File: src/design/fdh_pkg.sv
// Constants shared by the fixed disk host port logic
package fdh_pkg;
  // ----------------------------------------------------------------
  // Host port addresses
  // ----------------------------------------------------------------
  localparam logic [9:0] ADDR_CONFIG = 10'h302;
  localparam logic [9:0] ADDR_DATA   = 10'h320;
  localparam logic [9:0] ADDR_STATUS = 10'h321;
  localparam logic [9:0] ADDR_SELECT = 10'h322;
  localparam logic [9:0] ADDR_ENABLE = 10'h323;
  // ----------------------------------------------------------------
  // Field positions
  // ----------------------------------------------------------------
  localparam int ST_REQ_BIT   = 0;
  localparam int ST_DIR_BIT   = 1;
  localparam int ST_PHASE_BIT = 2;
  localparam int ST_BUSY_BIT  = 3;
  localparam int ST_DMA_BIT   = 4;
  localparam int ST_IRQ_BIT   = 5;
  localparam int EN_DMA_BIT   = 0;
  localparam int EN_IRQ_BIT   = 1;
  localparam logic [7:0] BYTE_ZERO  = 8'h00;
  localparam logic [1:0] ENABLE_RST = 2'h0;
  // ----------------------------------------------------------------
  // Timing
  // ----------------------------------------------------------------
  localparam int CLK_PERIOD_NS = 10;
  localparam int PRECOMP_NS    = 12;
  localparam int PRECOMP_CYC   =
    (PRECOMP_NS + CLK_PERIOD_NS - 1) / CLK_PERIOD_NS;
  localparam int STEP_PULSE_NS = 1000;
  localparam int STEP_CYC      =
    (STEP_PULSE_NS + CLK_PERIOD_NS - 1) / CLK_PERIOD_NS;
  localparam int WD_TAPS       = 2 * PRECOMP_CYC + 1;
  // ----------------------------------------------------------------
  // Controller state
  // ----------------------------------------------------------------
  typedef enum logic [1:0] {
    FDH_IDLE = 2'b01,
    FDH_BUSY = 2'b10
  } fdh_state_t;
endpackage

File: src/design/fdh_host_port.sv
// Fixed disk controller host port and drive control interface
// Notes on behaviour
// Data port reads drive byte, writes forward
// Status bit 0 shows transfer request ready
// Status bit 1 shows direction, 1 input
// Status bit 2 shows command versus data
// Status bit 3 busy while executing command
// Status bit 4 shows DMA transfer ready
// Status bit 5 shows interrupt pending
// Status address write resets whole controller
// Config byte gives drive 0, 1 settings
// Select write when idle sets busy
// Enable bit 0 gates DMA requests
// Enable bit 1 gates interrupt requests
// Three bit binary head address out
// Each step pulse moves one track
// Direction low inward, high outward
// Write gate only while recording data
// Reduced current with write gate inside
// Drive usable only when ready and settled
// No writing while write fault asserted
// Only one drive select active
// Inner cylinders precompensated by 12 ns; the code shifts by 2 clocks of 10 ns, so 20 ns
// Write data outputs float except writing
// Request clears after each data access
// Unused status and config bits zero
module fdh_host_port
  import fdh_pkg::*;
(
  input  wire logic       clock,
  input  wire logic       resetn,
  input  wire logic       bus_reset,
  input  wire logic [9:0] io_addr,
  input  wire logic       io_rd_n,
  input  wire logic       io_wr_n,
  input  wire logic       dma_ack_n,
  input  wire logic [7:0] host_data_in,
  output logic      [7:0] host_data_out,
  output logic            host_data_oe,
  output logic            dma_request,
  output logic            interrupt_request,
  input  wire logic [1:0] config_drive0,
  input  wire logic [1:0] config_drive1,
  output logic            core_reset,
  output logic      [7:0] core_byte_out,
  output logic            core_byte_valid,
  input  wire logic [7:0] core_byte_in,
  input  wire logic       core_byte_load,
  input  wire logic       core_xfer_ready,
  input  wire logic       core_dir_in,
  input  wire logic       core_phase_cmd,
  input  wire logic       core_dma_mode,
  input  wire logic       core_done,
  input  wire logic       core_irq_set,
  input  wire logic       core_irq_clear,
  output logic            drive_usable,
  input  wire logic       core_drive,
  input  wire logic [2:0] core_head,
  input  wire logic       core_step,
  input  wire logic       core_step_out,
  input  wire logic       core_write_req,
  input  wire logic       core_write_bit,
  input  wire logic       core_early,
  input  wire logic       core_late,
  input  wire logic [9:0] core_cylinder,
  input  wire logic [9:0] precomp_cylinder,
  output logic            head_address_bit0,
  output logic            head_address_bit1,
  output logic            head_address_bit2,
  output logic            head_step_n,
  output logic            head_direction,
  output logic            write_gate_n,
  output logic            reduced_write_current_n,
  output logic            drive_select_first_n,
  output logic            drive_select_second_n,
  input  wire logic       drive_ready_n,
  input  wire logic       seek_complete_n,
  input  wire logic       write_fault_n,
  input  wire logic       cylinder_zero_flag_n,
  input  wire logic       index_n,
  input  wire logic       read_data_pos,
  input  wire logic       read_data_neg,
  output logic            write_data_pos,
  output logic            write_data_neg,
  output logic            write_data_oe
);
  localparam int STEP_HOLD = STEP_CYC;
  localparam logic [7:0] STEP_LOAD = 8'(STEP_CYC);

  // ----------------------------------------------------------------
  // Reset and host access decode
  // ----------------------------------------------------------------
  logic       rst;
  logic       soft_rst_r;
  logic       rd_d_r;
  logic       wr_d_r;
  logic       rd_start;
  logic       rd_end;
  logic       wr_start;
  logic       dma_cyc;
  logic       hit_data;
  logic       data_rd_end;
  logic       rd_data_hit_r;
  logic       data_wr;
  logic       stat_wr;
  logic       sel_wr;
  logic       en_wr;
  logic [7:0] status;
  logic [7:0] rd_mux;
  logic       rd_hit;

  // Soft strobe joins the resets; it clears itself next cycle
  assign rst = !resetn || bus_reset || soft_rst_r;

  always_ff @(posedge clock) begin
    if (!resetn || bus_reset) begin
      rd_d_r <= 1'b1;
      wr_d_r <= 1'b1;
    end else begin
      rd_d_r <= io_rd_n;
      wr_d_r <= io_wr_n;
    end
  end

  // Acting on edges keeps a long strobe to a single effect
  assign rd_start = rd_d_r && !io_rd_n;
  assign rd_end   = !rd_d_r && io_rd_n;
  assign wr_start = wr_d_r && !io_wr_n;
  assign dma_cyc  = !dma_ack_n;
  assign hit_data = dma_cyc || (io_addr == ADDR_DATA);
  // A read counts as done when the strobe is released; the target is
  // kept from the strobe start since the address may be gone by then
  assign data_rd_end = rd_end && rd_data_hit_r;

  always_ff @(posedge clock) begin
    if (rst) begin
      rd_data_hit_r <= 1'b0;
    end else if (rd_start) begin
      rd_data_hit_r <= hit_data;
    end
  end
  assign data_wr  = wr_start && hit_data;
  assign stat_wr  = wr_start && !dma_cyc && (io_addr == ADDR_STATUS);
  assign sel_wr   = wr_start && !dma_cyc && (io_addr == ADDR_SELECT);
  assign en_wr    = wr_start && !dma_cyc && (io_addr == ADDR_ENABLE);

  // Status write resets
  always_ff @(posedge clock) begin
    if (!resetn || bus_reset) begin
      soft_rst_r <= 1'b0;
    end else begin
      soft_rst_r <= stat_wr;
    end
  end
  assign core_reset = rst;

  // ----------------------------------------------------------------
  // Controller state and status flags
  // ----------------------------------------------------------------
  fdh_state_t state_r;
  fdh_state_t state_nxt;
  logic       req_r;
  logic       dir_r;
  logic       phase_r;
  logic       irq_r;
  logic       dma_mode_r;
  logic [1:0] enable_r;
  logic       busy;

  // Select only when idle
  always_comb begin
    state_nxt = state_r;
    unique case (state_r)
      FDH_IDLE: begin
        if (sel_wr) begin
          state_nxt = FDH_BUSY;
        end
      end
      FDH_BUSY: begin
        if (core_done) begin
          state_nxt = FDH_IDLE;
        end
      end
      default: state_nxt = FDH_IDLE;
    endcase
  end

  always_ff @(posedge clock) begin
    if (rst) begin
      state_r <= FDH_IDLE;
    end else begin
      state_r <= state_nxt;
    end
  end
  // Busy from state
  assign busy = (state_r == FDH_BUSY);

  // Request set wins clear
  always_ff @(posedge clock) begin
    if (rst) begin
      req_r <= 1'b0;
    end else if (core_xfer_ready) begin
      req_r <= 1'b1;
    end else if (data_rd_end || data_wr) begin
      req_r <= 1'b0;
    end
  end

  // Direction and phase
  always_ff @(posedge clock) begin
    if (rst) begin
      dir_r      <= 1'b0;
      phase_r    <= 1'b0;
      dma_mode_r <= 1'b0;
    end else if (core_xfer_ready) begin
      dir_r      <= core_dir_in;
      phase_r    <= core_phase_cmd;
      dma_mode_r <= core_dma_mode;
    end
  end

  // Interrupt pending, set wins
  always_ff @(posedge clock) begin
    if (rst) begin
      irq_r <= 1'b0;
    end else if (core_irq_set) begin
      irq_r <= 1'b1;
    end else if (core_irq_clear) begin
      irq_r <= 1'b0;
    end
  end

  // Enable byte, upper bits dropped
  always_ff @(posedge clock) begin
    if (rst) begin
      enable_r <= ENABLE_RST;
    end else if (en_wr) begin
      enable_r <= host_data_in[1:0];
    end
  end

  // Status byte assembly
  always_comb begin
    status               = BYTE_ZERO;
    status[ST_REQ_BIT]   = req_r;
    status[ST_DIR_BIT]   = dir_r;
    // Phase bit
    status[ST_PHASE_BIT] = phase_r;
    status[ST_BUSY_BIT]  = busy;
    // DMA ready bit
    status[ST_DMA_BIT]   = req_r && dma_mode_r;
    status[ST_IRQ_BIT]   = irq_r;
  end

  // DMA gated
  assign dma_request = status[ST_DMA_BIT] && enable_r[EN_DMA_BIT];
  // Interrupt gated
  assign interrupt_request = irq_r && enable_r[EN_IRQ_BIT];

  // ----------------------------------------------------------------
  // Data path and read mux
  // ----------------------------------------------------------------
  logic [7:0] byte_in_r;
  logic [7:0] byte_out_r;
  logic       byte_valid_r;
  logic [3:0] cfg_r;
  logic [7:0] rd_data_r;

  // Byte to host
  always_ff @(posedge clock) begin
    if (rst) begin
      byte_in_r <= BYTE_ZERO;
    end else if (core_byte_load) begin
      byte_in_r <= core_byte_in;
    end
  end

  // Byte toward drives
  always_ff @(posedge clock) begin
    if (rst) begin
      byte_out_r   <= BYTE_ZERO;
      byte_valid_r <= 1'b0;
    end else begin
      byte_valid_r <= data_wr;
      if (data_wr) begin
        byte_out_r <= host_data_in;
      end
    end
  end
  assign core_byte_out   = byte_out_r;
  assign core_byte_valid = byte_valid_r;

  // Jumpers are sampled each cycle; they only change at power-off
  always_ff @(posedge clock) begin
    if (rst) begin
      cfg_r <= 4'h0;
    end else begin
      cfg_r <= {config_drive1, config_drive0};
    end
  end

  // Unused bits zero
  always_comb begin
    rd_mux = BYTE_ZERO;
    rd_hit = 1'b1;
    if (hit_data) begin
      rd_mux = byte_in_r;
    end else if (io_addr == ADDR_STATUS) begin
      rd_mux = status;
    end else if (io_addr == ADDR_CONFIG) begin
      // Config byte
      rd_mux = {4'h0, cfg_r};
    end else begin
      rd_hit = 1'b0;
    end
  end

  // Data is latched at strobe start so it holds through the read
  always_ff @(posedge clock) begin
    if (rst) begin
      rd_data_r <= BYTE_ZERO;
    end else if (rd_start) begin
      rd_data_r <= rd_mux;
    end
  end
  assign host_data_out = rd_data_r;
  assign host_data_oe  = !io_rd_n && !rd_d_r && rd_hit;

  // ----------------------------------------------------------------
  // Drive control
  // ----------------------------------------------------------------
  logic [2:0] head_r;
  logic       drive_r;
  logic       dir_out_r;
  logic [7:0] step_cnt_r;
  logic       wg_req_r;
  logic       inner;

  // Ready and seek complete
  assign drive_usable = !drive_ready_n && !seek_complete_n;
  assign inner = (core_cylinder >= precomp_cylinder);

  always_ff @(posedge clock) begin
    if (rst) begin
      head_r  <= 3'h0;
      drive_r <= 1'b0;
    end else begin
      head_r  <= core_head;
      drive_r <= core_drive;
    end
  end
  // Binary head address
  assign head_address_bit0 = head_r[0];
  assign head_address_bit1 = head_r[1];
  assign head_address_bit2 = head_r[2];
  // One select only
  assign drive_select_first_n  = drive_r;
  assign drive_select_second_n = !drive_r;

  // One pulse per track
  always_ff @(posedge clock) begin
    if (rst) begin
      step_cnt_r <= 8'h00;
      dir_out_r  <= 1'b0;
    end else if (step_cnt_r != 8'h00) begin
      step_cnt_r <= step_cnt_r - 8'h01;
    end else if (core_step && drive_usable) begin
      step_cnt_r <= STEP_LOAD;
      // Low is inward
      dir_out_r  <= core_step_out;
    end
  end
  assign head_step_n    = (step_cnt_r == 8'h00);
  assign head_direction = dir_out_r;

  always_ff @(posedge clock) begin
    if (rst) begin
      wg_req_r <= 1'b0;
    end else begin
      wg_req_r <= core_write_req;
    end
  end
  // Gate from request
  // Fault blocks gate live, with no lag
  assign write_gate_n = !(wg_req_r && drive_usable && write_fault_n);
  // Reduced current inside
  assign reduced_write_current_n = !(!write_gate_n && inner);

  // ----------------------------------------------------------------
  // Write precompensation
  // ----------------------------------------------------------------
  logic [WD_TAPS-1:0] wd_pipe_r;
  logic [WD_TAPS-1:0] wd_ins;

  // Nominal bits carry one precomp delay so early can lead them
  always_comb begin
    wd_ins = '0;
    if (core_write_bit) begin
      if (inner && core_early) begin
        wd_ins[WD_TAPS-1] = 1'b1;
      end else if (inner && core_late) begin
        wd_ins[0] = 1'b1;
      end else begin
        wd_ins[WD_TAPS-1-PRECOMP_CYC] = 1'b1;
      end
    end
  end

  // Shift early or late
  always_ff @(posedge clock) begin
    if (rst) begin
      wd_pipe_r <= '0;
    end else begin
      wd_pipe_r <= {wd_pipe_r[WD_TAPS-2:0], 1'b0} | wd_ins;
    end
  end
  assign write_data_pos = wd_pipe_r[WD_TAPS-1];
  assign write_data_neg = !wd_pipe_r[WD_TAPS-1];
  // Float unless writing
  assign write_data_oe  = !write_gate_n;

  // ----------------------------------------------------------------
  // Checks
  // ----------------------------------------------------------------
  property p_req_clear;
    @(posedge clock) disable iff (!resetn)
    (data_wr && !core_xfer_ready && !rst) |=> !status[ST_REQ_BIT];
  endproperty
  a_req_clear: assert property (p_req_clear)
    else $error("request flag not cleared after access");

  property p_busy_set;
    @(posedge clock) disable iff (!resetn)
    (sel_wr && !busy && !rst) |=> busy;
  endproperty
  a_busy_set: assert property (p_busy_set)
    else $error("select did not set busy");

  property p_soft_reset;
    @(posedge clock) disable iff (!resetn)
    stat_wr |=> ##1 (status == BYTE_ZERO && enable_r == ENABLE_RST);
  endproperty
  a_soft_reset: assert property (p_soft_reset)
    else $error("status write did not reset controller");

  property p_dma_gate;
    @(posedge clock) disable iff (!resetn)
    dma_request |-> enable_r[EN_DMA_BIT] && req_r && dma_mode_r;
  endproperty
  a_dma_gate: assert property (p_dma_gate)
    else $error("dma request not gated");

  property p_irq_gate;
    @(posedge clock) disable iff (!resetn)
    interrupt_request |-> enable_r[EN_IRQ_BIT] && status[ST_IRQ_BIT];
  endproperty
  a_irq_gate: assert property (p_irq_gate)
    else $error("interrupt not gated");

  property p_wg_safe;
    @(posedge clock) disable iff (!resetn)
    !write_gate_n |-> write_fault_n && !drive_ready_n && !seek_complete_n;
  endproperty
  a_wg_safe: assert property (p_wg_safe)
    else $error("write gate during fault or not ready");

  property p_rwc;
    @(posedge clock) disable iff (!resetn)
    !reduced_write_current_n |-> !write_gate_n && inner;
  endproperty
  a_rwc: assert property (p_rwc)
    else $error("reduced current without write gate");

  property p_wd_float;
    @(posedge clock) disable iff (!resetn)
    write_gate_n |-> !write_data_oe;
  endproperty
  a_wd_float: assert property (p_wd_float)
    else $error("write data driven outside write");

  property p_step_width;
    @(posedge clock) disable iff (!resetn)
    ($fell(head_step_n) && !rst) |-> ##STEP_HOLD $rose(head_step_n);
  endproperty
  a_step_width: assert property (p_step_width)
    else $error("step pulse width wrong");

  property p_dir_hold;
    @(posedge clock) disable iff (!resetn)
    (!head_step_n && !rst) |=> $stable(head_direction) || rst;
  endproperty
  a_dir_hold: assert property (p_dir_hold)
    else $error("direction changed during step");

  property p_one_select;
    @(posedge clock) disable iff (!resetn)
    drive_select_first_n != drive_select_second_n;
  endproperty
  a_one_select: assert property (p_one_select)
    else $error("drive selects not exclusive");

  c_select: cover property (@(posedge clock) sel_wr ##1 busy);
  c_data_wr: cover property (@(posedge clock) data_wr ##1 core_byte_valid);
  c_write: cover property (@(posedge clock) !write_gate_n && inner);
  c_dma: cover property (@(posedge clock) dma_request);
endmodule

File: config.mk
export PLATFORM = sky130hd
export DESIGN_NAME = fdh_host_port
export DESIGN_NICKNAME = d
export VERILOG_FILES = /design/src/design/fdh_pkg.sv /design/src/design/fdh_host_port.sv
export SDC_FILE = /design/constraint.sdc
export NUM_CORES = 1
export LEC_CHECK = 0
export BUFFER_PORTS_ARGS = -buffer_cell sky130_fd_sc_hd__buf_2
export CAP_MARGIN = 5
export CORE_ASPECT_RATIO = 1.5
export CORE_UTILIZATION = 50
export CTS_CLUSTER_SIZE = 30
export DETAILED_ROUTE_END_ITERATION = 8
export GPL_TIMING_DRIVEN = 0
export PLACE_DENSITY = 0.83
export REMOVE_ABC_BUFFERS = 1
export SLEW_MARGIN = 10
export SYNTH_ARGS = -nofsm -noshare
export SYNTH_HDL_FRONTEND = slang
export SYNTH_SLANG_ARGS = --single-unit
File: constraint.sdc
create_clock -name clock -period 3 [get_ports clock]
set_input_delay 0.3 -clock clock [delete_from_list [all_inputs] [get_ports clock]]
set_output_delay 0.3 -clock clock [all_outputs]
set_load 0.02 [all_outputs]
=== After elaboration in Yosys (flattened, before gate mapping) ===
Index checks and enable logic that the tools add are counted.

* Input port bits: 81
* Register bits: 61
* Output and inout bits: 34
* Word-level logic and storage cells: 101

* Multiplexer cells: 23
* Add/subtract/negate cells: 1
* Reduce and logical (&&, ||, !) cells: 43
* $lt $le $gt $ge: 1
* Bitwise gates (word level): 2
* Equality and inequality tests: 9

{| class="wikitable"
|+ Operator list
! cell !! number
|-
| == test 10 bit, second input constant || 5
|-
| two-way mux 8 bit || 3
|-
| logical AND 1 bit || 21
|-
| two-way mux 1 bit || 15
|-
| zero test 1 bit || 11
|-
| >= comparator 10 bit || 1
|-
| zero test 8 bit || 1
|-
| nonzero test 8 bit || 1
|-
| subtractor 8 x 1 -> 8 bit, second input constant || 1
|-
| two-way mux 6 bit || 1
|-
| nonzero test 2 bit || 3
|-
| OR 5 bit || 1
|-
| logical OR 1 bit || 4
|-
| two-way mux 2 bit || 2
|-
| two-way mux 4 bit || 1
|-
| != test 2 bit, second input constant || 2
|-
| one-hot mux 2 bit (2 select lines) || 1
|-
| AND reduction 2 bit || 2
|-
| == test 2 x 1 -> 1 bit, second input constant || 1
|-
| == test 2 bit, second input constant || 1
|-
| inverter 1 bit || 1
|}

=== Logic depth before layout (Yosys ltp) ===
Gate-level depths: netlist of the first run.

* Word-level depth: 6
* Depth in mapped cells: 8
* Gate-level depth less buffers: 8

=== Worst setup path after synthesis of the first run ===
No wires, ideal clock.

* Kind: input-to-output
* Start point: input port io_addr[3]
* End point: output port host_data_oe
* Arrival: 1681 ps
* Buffers on the path: 0
* Cell stages on the path: 4
* Required time: 2700 ps
* Setup slack: 1019 ps
* Cell sequence: or3_1 nor2_1 o21ai_0 a211oi_1

* Longest elaborated chain between the ends: 5
* Elaborated cells between the ends (all ways): 8
* Classes of those cells: eq/ne (3); mux (3); reduce/logical (2)

{| class="wikitable"
|+ RTL lines
! what !! line !! source
|-
| start: declaration || fdh_host_port.sv:33 || <nowiki>input wire logic [9:0] io_addr,</nowiki>
|-
| == test 10 bit || fdh_host_port.sv:310 || <nowiki>end else if (io_addr == ADDR_CONFIG) begin</nowiki>
|-
| two-way mux 1 bit || fdh_host_port.sv:310 ||
|-
| two-way mux 1 bit || fdh_host_port.sv:308 || <nowiki>end else if (io_addr == ADDR_STATUS) begin</nowiki>
|-
| two-way mux 1 bit * || fdh_host_port.sv:306 || <nowiki>if (hit_data) begin</nowiki>
|-
| logical AND 1 bit * || fdh_host_port.sv:327 || <nowiki>assign host_data_oe = !io_rd_n && !rd_d_r && rd_hit;</nowiki>
|-
| end: declaration || fdh_host_port.sv:39 || <nowiki>output logic host_data_oe,</nowiki>
|}

Mark *: on every way between the ends. The rest lies on a longest branch, timed or not.

=== Worst setup path in the final report of the first run ===
* Start point: input port bus_reset
* End point: output port core_reset

* Longest elaborated chain between the ends: 2

{| class="wikitable"
|+ RTL lines
! what !! line !! source
|-
| start: declaration || fdh_host_port.sv:32 || <nowiki>input wire logic bus_reset,</nowiki>
|-
| logical OR 1 bit (2 in a row) || fdh_host_port.sv:113 || <nowiki>assign rst = !resetn || bus_reset || soft_rst_r;</nowiki>
|-
| end: declaration || fdh_host_port.sv:44 || <nowiki>output logic core_reset,</nowiki>
|}

Every way passes these cells.

==> flow_summary_export.csv, run 1 <==
group,metric,value,unit
setup_path,critical_path_required,2700,ps
layout,drive_above_1_share,0.331,
setup_path,cp_common_cell,"buf_2",
place,place_area,3260,um^2
sta,setup_viol,0,
layout,nets,499,
global_routing,grt_overflow,0,
layout,instances_no_fill,479,
setup_path,slowest_stage,"clkinv_2",
cts,cts_tree,"done",
drt,first_iter_violations,113,
cts,clock_latency,330,ps
setup_path,start_kind,"primary input",
setup_path,critPathKind,"in2out",
floorplan,core-area,5120,um^2
layout,fin_area,3430,um^2
layout,insertedDiodeCount,0,
pwr,p_total,2260,uW
sta,finalCritPeriodShare,0.873,
cts,numCtsBuffers,9,
synth,synth_edf_count,0,
pwr,p_int,1500,uW
layout,syn_to_final_growth,28.4,%
floorplan,num_rows,32,
synth,netlist_area,2670,um^2
sta,max_clock_freq,382,MHz
pwr,combPwrFrac,0.323,
sta,period_needed,2620,ps
global_routing,antenna_found_initial,0,
setup_path,crit_path_max_incr_delay,690,ps
global_routing,grt_pass1_wl,9370,um
synth,yosys_warnings,0,
cts,cts_hold_buf,0,
global_routing,grt_use_total,0.226,
place,dp_cells,463,
pwr,power.density,659,nW/um^2
sta,slew_headroom,0.408,
pwr,power_switching,760,uW
layout,fill_cells,463,
cts,cts_sinks,61,
setup_path,worstPathMaxFanout,43,
setup_path,crit_chain,"buf_2 > nor2b_1 > nor2b_2 > clkinv_2 > buf_2",
pwr,cellLeakagePower,0.00166,uW
sta,rsz0062_at_grt,"no",
place,place.gp.congestion,0.809,
pwr,p_seq_frac,0.413,
cts,post_cts_buffers,0,
layout,final_util,0.668,
floorplan,start_util,0.521,
synth,synth_cell_types,47,
sta,slew_viol_final,0,
drt,routed_wl,6090,um
sta,clock_skew,5.33,ps
sta,hold_viol_final,0,
pwr,swShare,0.336,
global_routing,grt_pass1_vias,2335,
floorplan,dieArea,5640,um^2
drt,drc,0,
drt,avgViaCountPerCell,5.24,
place,hpwl,4670,um
synth,syn_area_per_cell,9.05,um^2
setup_path,cp_data_arrival_time,2320,ps
outcome,status,"completed",
synth,ys_seq_area_frac,0.458,
cts,htreeDepth,3,
floorplan,die_h,91.5,um
synth,synthArstFlopShare,0,
drt,drtPass1Iterations,4,
place,port_buffers,110,
drt,routedWlPerCell,12.7,um
drt,ant_nets,0,
floorplan,die_x,61.7,um
cts,cts_resized,2,
flow_run,drv_cap,0,
sta,tightest_slew,885,ps
pwr,clockPowerShare,0.264,
synth,syn_inst,295,
cts,clkTransAtPathRegs,60,ps
synth,synth_top_flop_cell,"dfxtp_1",
global_routing,grt_max_degree,44,
drt,dr_total_vias,2509,
setup_path,end_kind,"output pin",
synth,ys_seq_elements,61,
pwr,ir_drop,0.398,mV
cts,root_buffer,"clkbuf_8",
floorplan,io-pin-count,115,
min_path,min_path_type,"in2reg",
cts,clockBufferDepth,2,
==> final timing paths <==
check / startpoint / to / slack [ps] / cells after the start
worst max-delay path: bus_reset / core_reset / 380 / 5
worst min-delay path: core_write_req / wg_req_r$_SDFF_PP0_ / 160 / 2
worst max register to register: soft_rst_r$_SDFF_PP0_ / host_data_out[3]$_SDFFE_PP0P_ / 770 / 4
worst min register to register: wd_pipe_r[2]$_SDFF_PP0_ / wd_pipe_r[3]$_SDFF_PP0_ / 430 / 1
==> per-stage QoR <==
| stage | TNS (ps) | hold WS (ps) | worst slack [ps] |
|---|---|---|---|
| floorplan | 0 | 401 | 335 |
| global placement | -20130 | 411 | -791 |
| detailed placement | -20770 | 424 | -788 |
| CTS | 0 | 145 | 331 |
| global route | 0 | 143 | 160 |
| finish | 0 | 159 | 381 |
==> routing by layer <==
| metal | vias to the layer above | share of wire | track usage |
|---|---|---|---|
| li1 | 1258 | - | - |
| met5 | - | 0 | 0 |
| met3 | 22 | 0.068 | 0.0783 |
| met4 | 0 | 0.035 | 0.119 |
| met2 | 105 | 0.52 | 0.407 |
| met1 | 1124 | 0.38 | 0.210 |
==> power groups by stage <==
stage / sequential [uW] / combinational, uW / clock (uW)
CTS: 934 / 741 / 612
detailed placement: 949 / 728 / 0
floorplan: 944 / 544 / 0
global placement: 946 / 707 / 0
global route: 943 / 824 / 645
finish: 934 / 729 / 596
==> cells in the final DEF (no fill, tap or decap), types with 3 or more instances in the layout <==
cell	Yosys	routed
a211oi_1	6	6
a31oi_1	4	4
and2_1	12	12
nand3_1	15	15
clkinv_2	1	6
o21ai_0	9	9
dfxtp_1	61	61
buf_2	0	110
nor2_1	34	34
nand4_1	3	3
inv_1	16	16
ha_1	12	12
mux2i_1	20	20
nor4_1	3	3
a21oi_1	20	20
nor2b_1	5	4
nand2b_1	6	6
nand2_1	20	20
o32ai_1	3	3
and3_1	4	4
clkbuf_8	0	9
==> sequential cells by signal, summed over array words and instances (netlist names), 2 cells and up <==
name           flops
head_r             3
wd_pipe_r          5
core_byte_out      8
step_cnt_r         8
enable_r           2
byte_in_r          8
state_r            2
host_data_out      8
cfg_r              4
==> final cells by class <==
class / instances / area [um^2] / share of cell area
Tap cell: 68 / 85.1 / 0.0248
Multi-Input combinational cell: 206 / 1340 / 0.391
Inverter: 18 / 70.1 / 0.0205
Sequential cell: 61 / 1220 / 0.356
Clock buffer: 11 / 131 / 0.0383
Timing Repair Buffer: 110 / 551 / 0.161
Clock inverter: 5 / 27.5 / 0.00804
==> cell usage after synthesis (2+ instances only) <==
master,instances,area (um^2)
xnor2_1,2,17.5
and2_1,12,75.1
nor2_1,34,128
a211oi_1,6,45.0
a21o_1,2,15.0
nor2b_1,5,31.3
nand4_1,3,18.8
dfxtp_1,61,1220
ha_1,12,150
nand2_2,2,12.5
buf_1,2,7.51
nand3_1,15,75.1
o21a_1,2,15.0
o21ai_0,9,45.0
inv_1,16,60.1
nand2b_1,6,37.5
o32ai_1,3,26.3
nor3b_1,2,15.0
nand2_1,20,75.1
a31oi_1,4,25.0
mux2i_1,20,200
clkbuf_1,7,26.3
and3_1,4,25.0
a21oi_1,20,100
nor4_1,3,18.8
nor4b_1,2,17.5
==> cells by family after synthesis <==
family	Yosys count	synth area share
compound gates	52	0.128
fa+ha+maj	12	0.0563
flops	61	0.458
simple gates	120	0.236
buf+inv	28	0.0413
mux	20	0.0750
xor+xnor	2	0.00656
==> worst max-delay path: cells and delay by family <==
| kind | cells | cell delay, ps |
|---|---|---|
| buffers and inverters | 3 | 1150 |
| AND/OR/NAND/NOR | 2 | 850 |
Power figures use the tool's default switching activity.
==> inputs of run 2 (changes only) <==
ABC_AREA = 1   (was default)
MAX_ROUTING_LAYER = met4   (was default)
PLACE_DENSITY = 0.82   (was 0.83)
==> run 2 against run 1 <==
  * Wire length up 9.2%
  * Combinational power down 3.2%
  * Final area rose by 8.0%
  * Critical path depth decreased by 2
  * Clock power rose by 28%
  * Worst hold slack gained 9.4 ps
  * Non-clock buffer count stayed put
  * Clock skew is 3.2 ps higher
  * First-iteration DRC count unchanged
  * Sequential power is 1% lower
  * Critical path type is now reg2out
  * Highest routed layer unchanged
==> flow_summary_export.csv, run 2 <==
group,metric,value,unit
floorplan,dieArea,6110,um^2
sta,slew_viol_final,0,
floorplan,io-pin-count,115,
synth,netlist_area,2900,um^2
synth,synth_edf_count,0,
synth,ys_seq_elements,61,
pwr,p_total,2400,uW
global_routing,grt_pass1_vias,2715,
synth,synth_cell_types,29,
sta,max_clock_freq,480,MHz
sta,fin_ws,918,ps
synth,ys_seq_area_frac,0.422,
layout,syn_to_final_growth,27.7,%
layout,nets,617,
setup_path,end_kind,"output pin",
sta,clock_skew,8.49,ps
pwr,power.density,647,nW/um^2
cts,clockBufferDepth,2,
synth,syn_area_per_cell,7.05,um^2
drt,drc,0,
cts,clock_latency,340,ps
sta,tightest_slew,829,ps
floorplan,die_x,64.1,um
cts,cts_sinks,61,
pwr,cellLeakagePower,0.00190,uW
drt,first_iter_violations,113,
drt,wl_met2,3430,um
floorplan,die_h,95.2,um
layout,drive_above_1_share,0.291,
layout,final_cell_mix,"buf_2, nand2_1, inv_1",
sta,finalCritPeriodShare,0.694,
sta,period_needed,2080,ps
cts,numCtsBuffers,9,
sta,setup_viol,0,
drt,routedWlPerCell,11.1,um
outcome,status,"completed",
drt,ant_nets,0,
place,port_buffers,110,
floorplan,num_rows,33,
layout,insertedDiodeCount,0,
pwr,ir_drop,0.533,mV
cts,cts_hold_buf,0,
place,place.gp.congestion,0.842,
layout,final_util,0.669,
synth,synth_fa_ha_area_frac,0.0518,
drt,wl_met3,422,um
floorplan,start_util,0.524,
synth,muxShareOfSynthArea,0,
synth,synthArstFlopShare,0,
floorplan,core-area,5530,um^2
sta,worst_hold_slack,169,ps
setup_path,crit_path_max_incr_delay,450,ps
global_routing,grt_overflow,0,
drt,top_layer,"met4",
synth,synth_compound_area_frac,0.0916,
setup_path,cp_data_arrival_time,1780,ps
global_routing,grt_pass1_wl,10900,um
setup_path,crit_chain,"nor2_2 > inv_2 > buf_2",
drt,routed_wl,6650,um
sta,slew_headroom,0.447,
sta,setup_tns,0,ps
setup_path,critical_path_required,2700,ps
synth,synth-xor-area-share,0.00605,
cts,root_buffer,"clkbuf_8",
setup_path,worstPathMaxFanout,48,
global_routing,antenna_found_initial,0,
place,hpwl,5010,um
synth,synth_top_flop_cell,"dfxtp_1",
min_path,min_path_type,"in2reg",
cts,cts_tree,"done",
cts,clkTransAtPathRegs,70,ps
global_routing,grt_use_total,0.237,
cts,htreeDepth,3,
layout,multiInputGateArea,1360,um^2
synth,yosys_warnings,0,
setup_path,start_kind,"register",
synth,ys_top_cells_by_area,"dfxtp_1, nand2_1, inv_1, nor2_1, a21oi_1",
setup_path,critPathKind,"reg2out",
flow_run,drv_cap,0,
sta,rsz0062_at_grt,"no",
setup_path,slowest_stage,"inv_2",
drt,avgViaCountPerCell,4.86,
cts,cts_resized,0,
synth,synth_top_area_share,0.422,
synth,synth-simple-area-share,0.321,
drt,dr_total_vias,2911,
layout,fill_cells,503,
global_routing,grt_max_degree,49,
synth,synth_commonest_cells,"nand2_1, inv_1, dfxtp_1, nor2_1, a21oi_1",
layout,final_common_cell,"buf_2",
sta,hold_viol_final,0,
drt,wl_met1,2660,um
place,post-place-ws,994,ps
cts,post_cts_buffers,0,
synth,yosys.area.top_type,"dfxtp_1",
layout,ff_latch_area,1220,um^2
synth,synth_most_common_cell,"nand2_1",
synth,syn_inst,411,
synth,synth_top_family_by_area,"simple AND/OR/NAND/NOR gates",
drt,drtPass1Iterations,4,
==> run 2: changes by cell type after synthesis, sizes merged, moves of 4 or more <==
cell    change
inv        +54
and3        -6
clkbuf      -4
nor2b       -5
mux2i      -20
a31oi       -4
nand2      +62
nor3        +4
nand2b      -6
and2       -12
nand3      +22
a21oi      +19
nor2       +37
a211oi      -6
==> run 2: path summary, 6_finish.rpt <==
path	start	end	slack, ps	cells after the start
worst min-delay path	core_head[1]	head_r[1]$_SDFF_PP0_	170	3
worst max-delay path	soft_rst_r$_SDFF_PP0_	core_reset	920	3
worst min register to register	wd_pipe_r[2]$_SDFF_PP0_	wd_pipe_r[3]$_SDFF_PP0_	410	2
worst max register to register	soft_rst_r$_SDFF_PP0_	step_cnt_r[7]$_SDFFE_PP0P_	1380	3
==> run 2: cells by family after synthesis <==
kind of cell    after synthesis
fa+ha+maj                    12
xor+xnor                      2
flops                        61
simple gates                206
buf+inv                      79
compound gates               51
==> run 2: final cells by class <==
cell class / count / area share
timing repair buffer: 110 / 0.149
sequential: 61 / 0.330
multi-input combinational: 271 / 0.368
inverter: 71 / 0.0720
clock inverter: 3 / 0.0115
clock buffer: 13 / 0.0457
tap: 70 / 0.0237
==> run 2: power breakdown <==
part / total (uW) / switching [uW] / internal (uW)
Clock: 764 / 313 / 451
Sequential: 925 / 49.1 / 876
Combinational: 706 / 441 / 265
Total: 2400 / 803 / 1590
==> run 2: metrics by stage <==
| step | std cells | instance area (um^2) |
|---|---|---|
| CTS | 599 | 3700 |
| finish | 599 | 3700 |
| detailed placement | 583 | 3490 |
| global route | 599 | 3700 |
| global placement | 583 | 3490 |
| floorplan | 403 | 2850 |
==> run 2: worst max-delay path, delay by kind of cell, from the launching register on <==
kind / cells / cell delay, ps
DFF: 1 / 310
buffers and inverters: 2 / 750
and+or+nand+nor: 1 / 380
==> run 2: metal layers <==
layer,up-vias,track usage
li1,1512,-
met1,1279,0.231
met2,105,0.442
met3,15,0.0610
met4,0,0.0926
met5,-,-
==> inputs of run 3 (changes only) <==
CORE_UTILIZATION = 44   (was 50)
PLACE_DENSITY = 0.76   (was 0.82)
clock period = 1.9 ns   (was 3 ns; I/O delays follow)
==> run 3 against run 2 <==
  * Worst hold slack worse by 110 ps
  * Via count down 0.82%
  * Critical path type unchanged
  * Largest cell class unchanged
  * Worst setup slack worse by 660 ps
  * Sequential share of layout area about the same
==> flow_summary_export.csv, run 3 (synthesis gave the netlist of run 2 again) <==
group,metric,value,unit
layout,fin_area,3700,um^2
global_routing,grt_overflow,0,
cts,post_cts_buffers,0,
pwr,cellLeakagePower,0.00189,uW
drt,routed_wl,6660,um
cts,cts_hold_buf,0,
floorplan,io-pin-count,115,
layout,nets,617,
cts,clkTransAtPathRegs,70,ps
min_path,min_path_type,"in2reg",
global_routing,grt_pass1_wl,11000,um
cts,numCtsBuffers,9,
floorplan,dieArea,6920,um^2
drt,dr_total_vias,2887,
pwr,p_total,3740,uW
sta,finalCritPeriodShare,0.866,
setup_path,critical_path_required,1710,ps
min_path,min_from,"core_drive",
layout,drive_above_1_share,0.293,
global_routing,grt_pass1_vias,2657,
outcome,status,"completed",
drt,routedWlPerCell,11.0,um
setup_path,worstPathMaxFanout,5,
sta,max_clock_freq,608,MHz
floorplan,die_x,68.2,um
sta,period_needed,1640,ps
drt,avgViaCountPerCell,4.79,
layout,final_common_cell,"buf_2",
sta,setup_tns,0,ps
cts,cts_sinks,61,
place,port_buffers,110,
cts,clock_latency,330,ps
drt,drtPass1Iterations,4,
drt,drc,0,
floorplan,core-area,6260,um^2
setup_path,end_kind,"output pin",
setup_path,timing.rr.start,"step_cnt_r[0]$_SDFFE_PP0P_",
place,hpwl,5070,um
setup_path,crit_path_max_incr_delay,320,ps
pwr,power.density,1010,nW/um^2
setup_path,critPathKind,"reg2out",
drt,ant_nets,0,
setup_path,cp_data_arrival_time,1450,ps
flow_run,drv_cap,0,
cts,cts_tree,"done",
layout,syn_to_final_growth,27.8,%
place,place_area,3490,um^2
sta,tightest_slew,482,ps
setup_path,slowest_stage,"dfxtp_1",
sta,clock_skew,6.98,ps
global_routing,grt_use_total,0.216,
setup_path,path_delay_family,"flip-flops",
sta,slew_viol_final,0,
cts,clockBufferDepth,2,
pwr,ir_drop,0.578,mV
setup_path,start_kind,"register",
sta,hold_viol_final,0,
drt,first_iter_violations,65,
global_routing,grt_max_degree,49,
sta,setup_viol,0,
cts,htreeDepth,3,
floorplan,start_util,0.463,
global_routing,antenna_found_initial,0,
floorplan,die_h,101,um
cts,root_buffer,"clkbuf_8",
floorplan,num_rows,35,
sta,rsz0062_at_grt,"no",
layout,final_cell_mix,"buf_2, nand2_1, inv_1",
layout,insertedDiodeCount,0,
setup_path,crit_buf_inv,2,
setup_path,crit_chain,"inv_1 > ha_1 > nand2_1 > nor2_2 > buf_2",
sta,slew_headroom,0.678,
place,place.gp.congestion,0.896,
setup_path,crit_start,"step_cnt_r[0]$_SDFFE_PP0P_",
-- run 3: worst register-to-register path: cells and delay by family (launching register included) --
| family | cells | cell delay [ps] |
|---|---|---|
| AND/OR/NAND/NOR | 6 | 520 |
| flip-flops | 1 | 320 |
| adder cells (fa/ha/maj) | 1 | 190 |
| buffers and inverters | 1 | 110 |
| AO/OA/AOI/OAI | 1 | 80 |
-- run 3: repair_timing --
action / in CTS / in global routing
gates cloned: 0 / 0
pin swaps: 0 / 0
resized for setup: 1 / 1
setup endpoints to repair: 1 / 1
-- run 3: area by class of cell --
type / instances / area, um^2
Clock inverter: 6 / 62.6
Tap cell: 74 / 92.6
Timing Repair Buffer: 110 / 551
Multi-Input combinational cell: 271 / 1370
Sequential cell: 61 / 1220
Fill cell: 616 / 2560
Inverter: 71 / 269
Clock buffer: 10 / 138
-- run 3: metal layers --
layer,track usage,share of wire,routed length (um)
met1,0.210,0.40,2700
met2,0.388,0.51,3390
met3,0.0619,0.070,468
met4,0.0849,0.016,106
met5,-,0,0
-- run 3: where the power goes --
part           total (uW)  internal [uW]  leakage (uW)  switching [uW]
combinational        1120            422       0.00130             701
clock                1160            636     0.0000943             519
sequential           1460           1380      0.000497            75.8
-- run 3: through the flow --
step                utilization  hold WS [ps]  cells  setup WS (ps)
finish                    0.591          60.7    603            255
global route              0.591          54.5    603            164
CTS                       0.590          47.7    603           53.3
detailed placement        0.558           405    587            117
global placement          0.558           400    587           -334
floorplan                     -           297    403            353
-- run 3: worst paths after layout --
path | to | slack [ps] | cells after the start
worst max-delay path | head_step_n | 260 | 5
worst min-delay path | drive_select_first_n$_SDFF_PP0_ | 60 | 3
worst max register to register | step_cnt_r[4]$_SDFFE_PP0P_ | 550 | 9
worst min register to register | wd_pipe_r[3]$_SDFF_PP0_ | 410 | 2
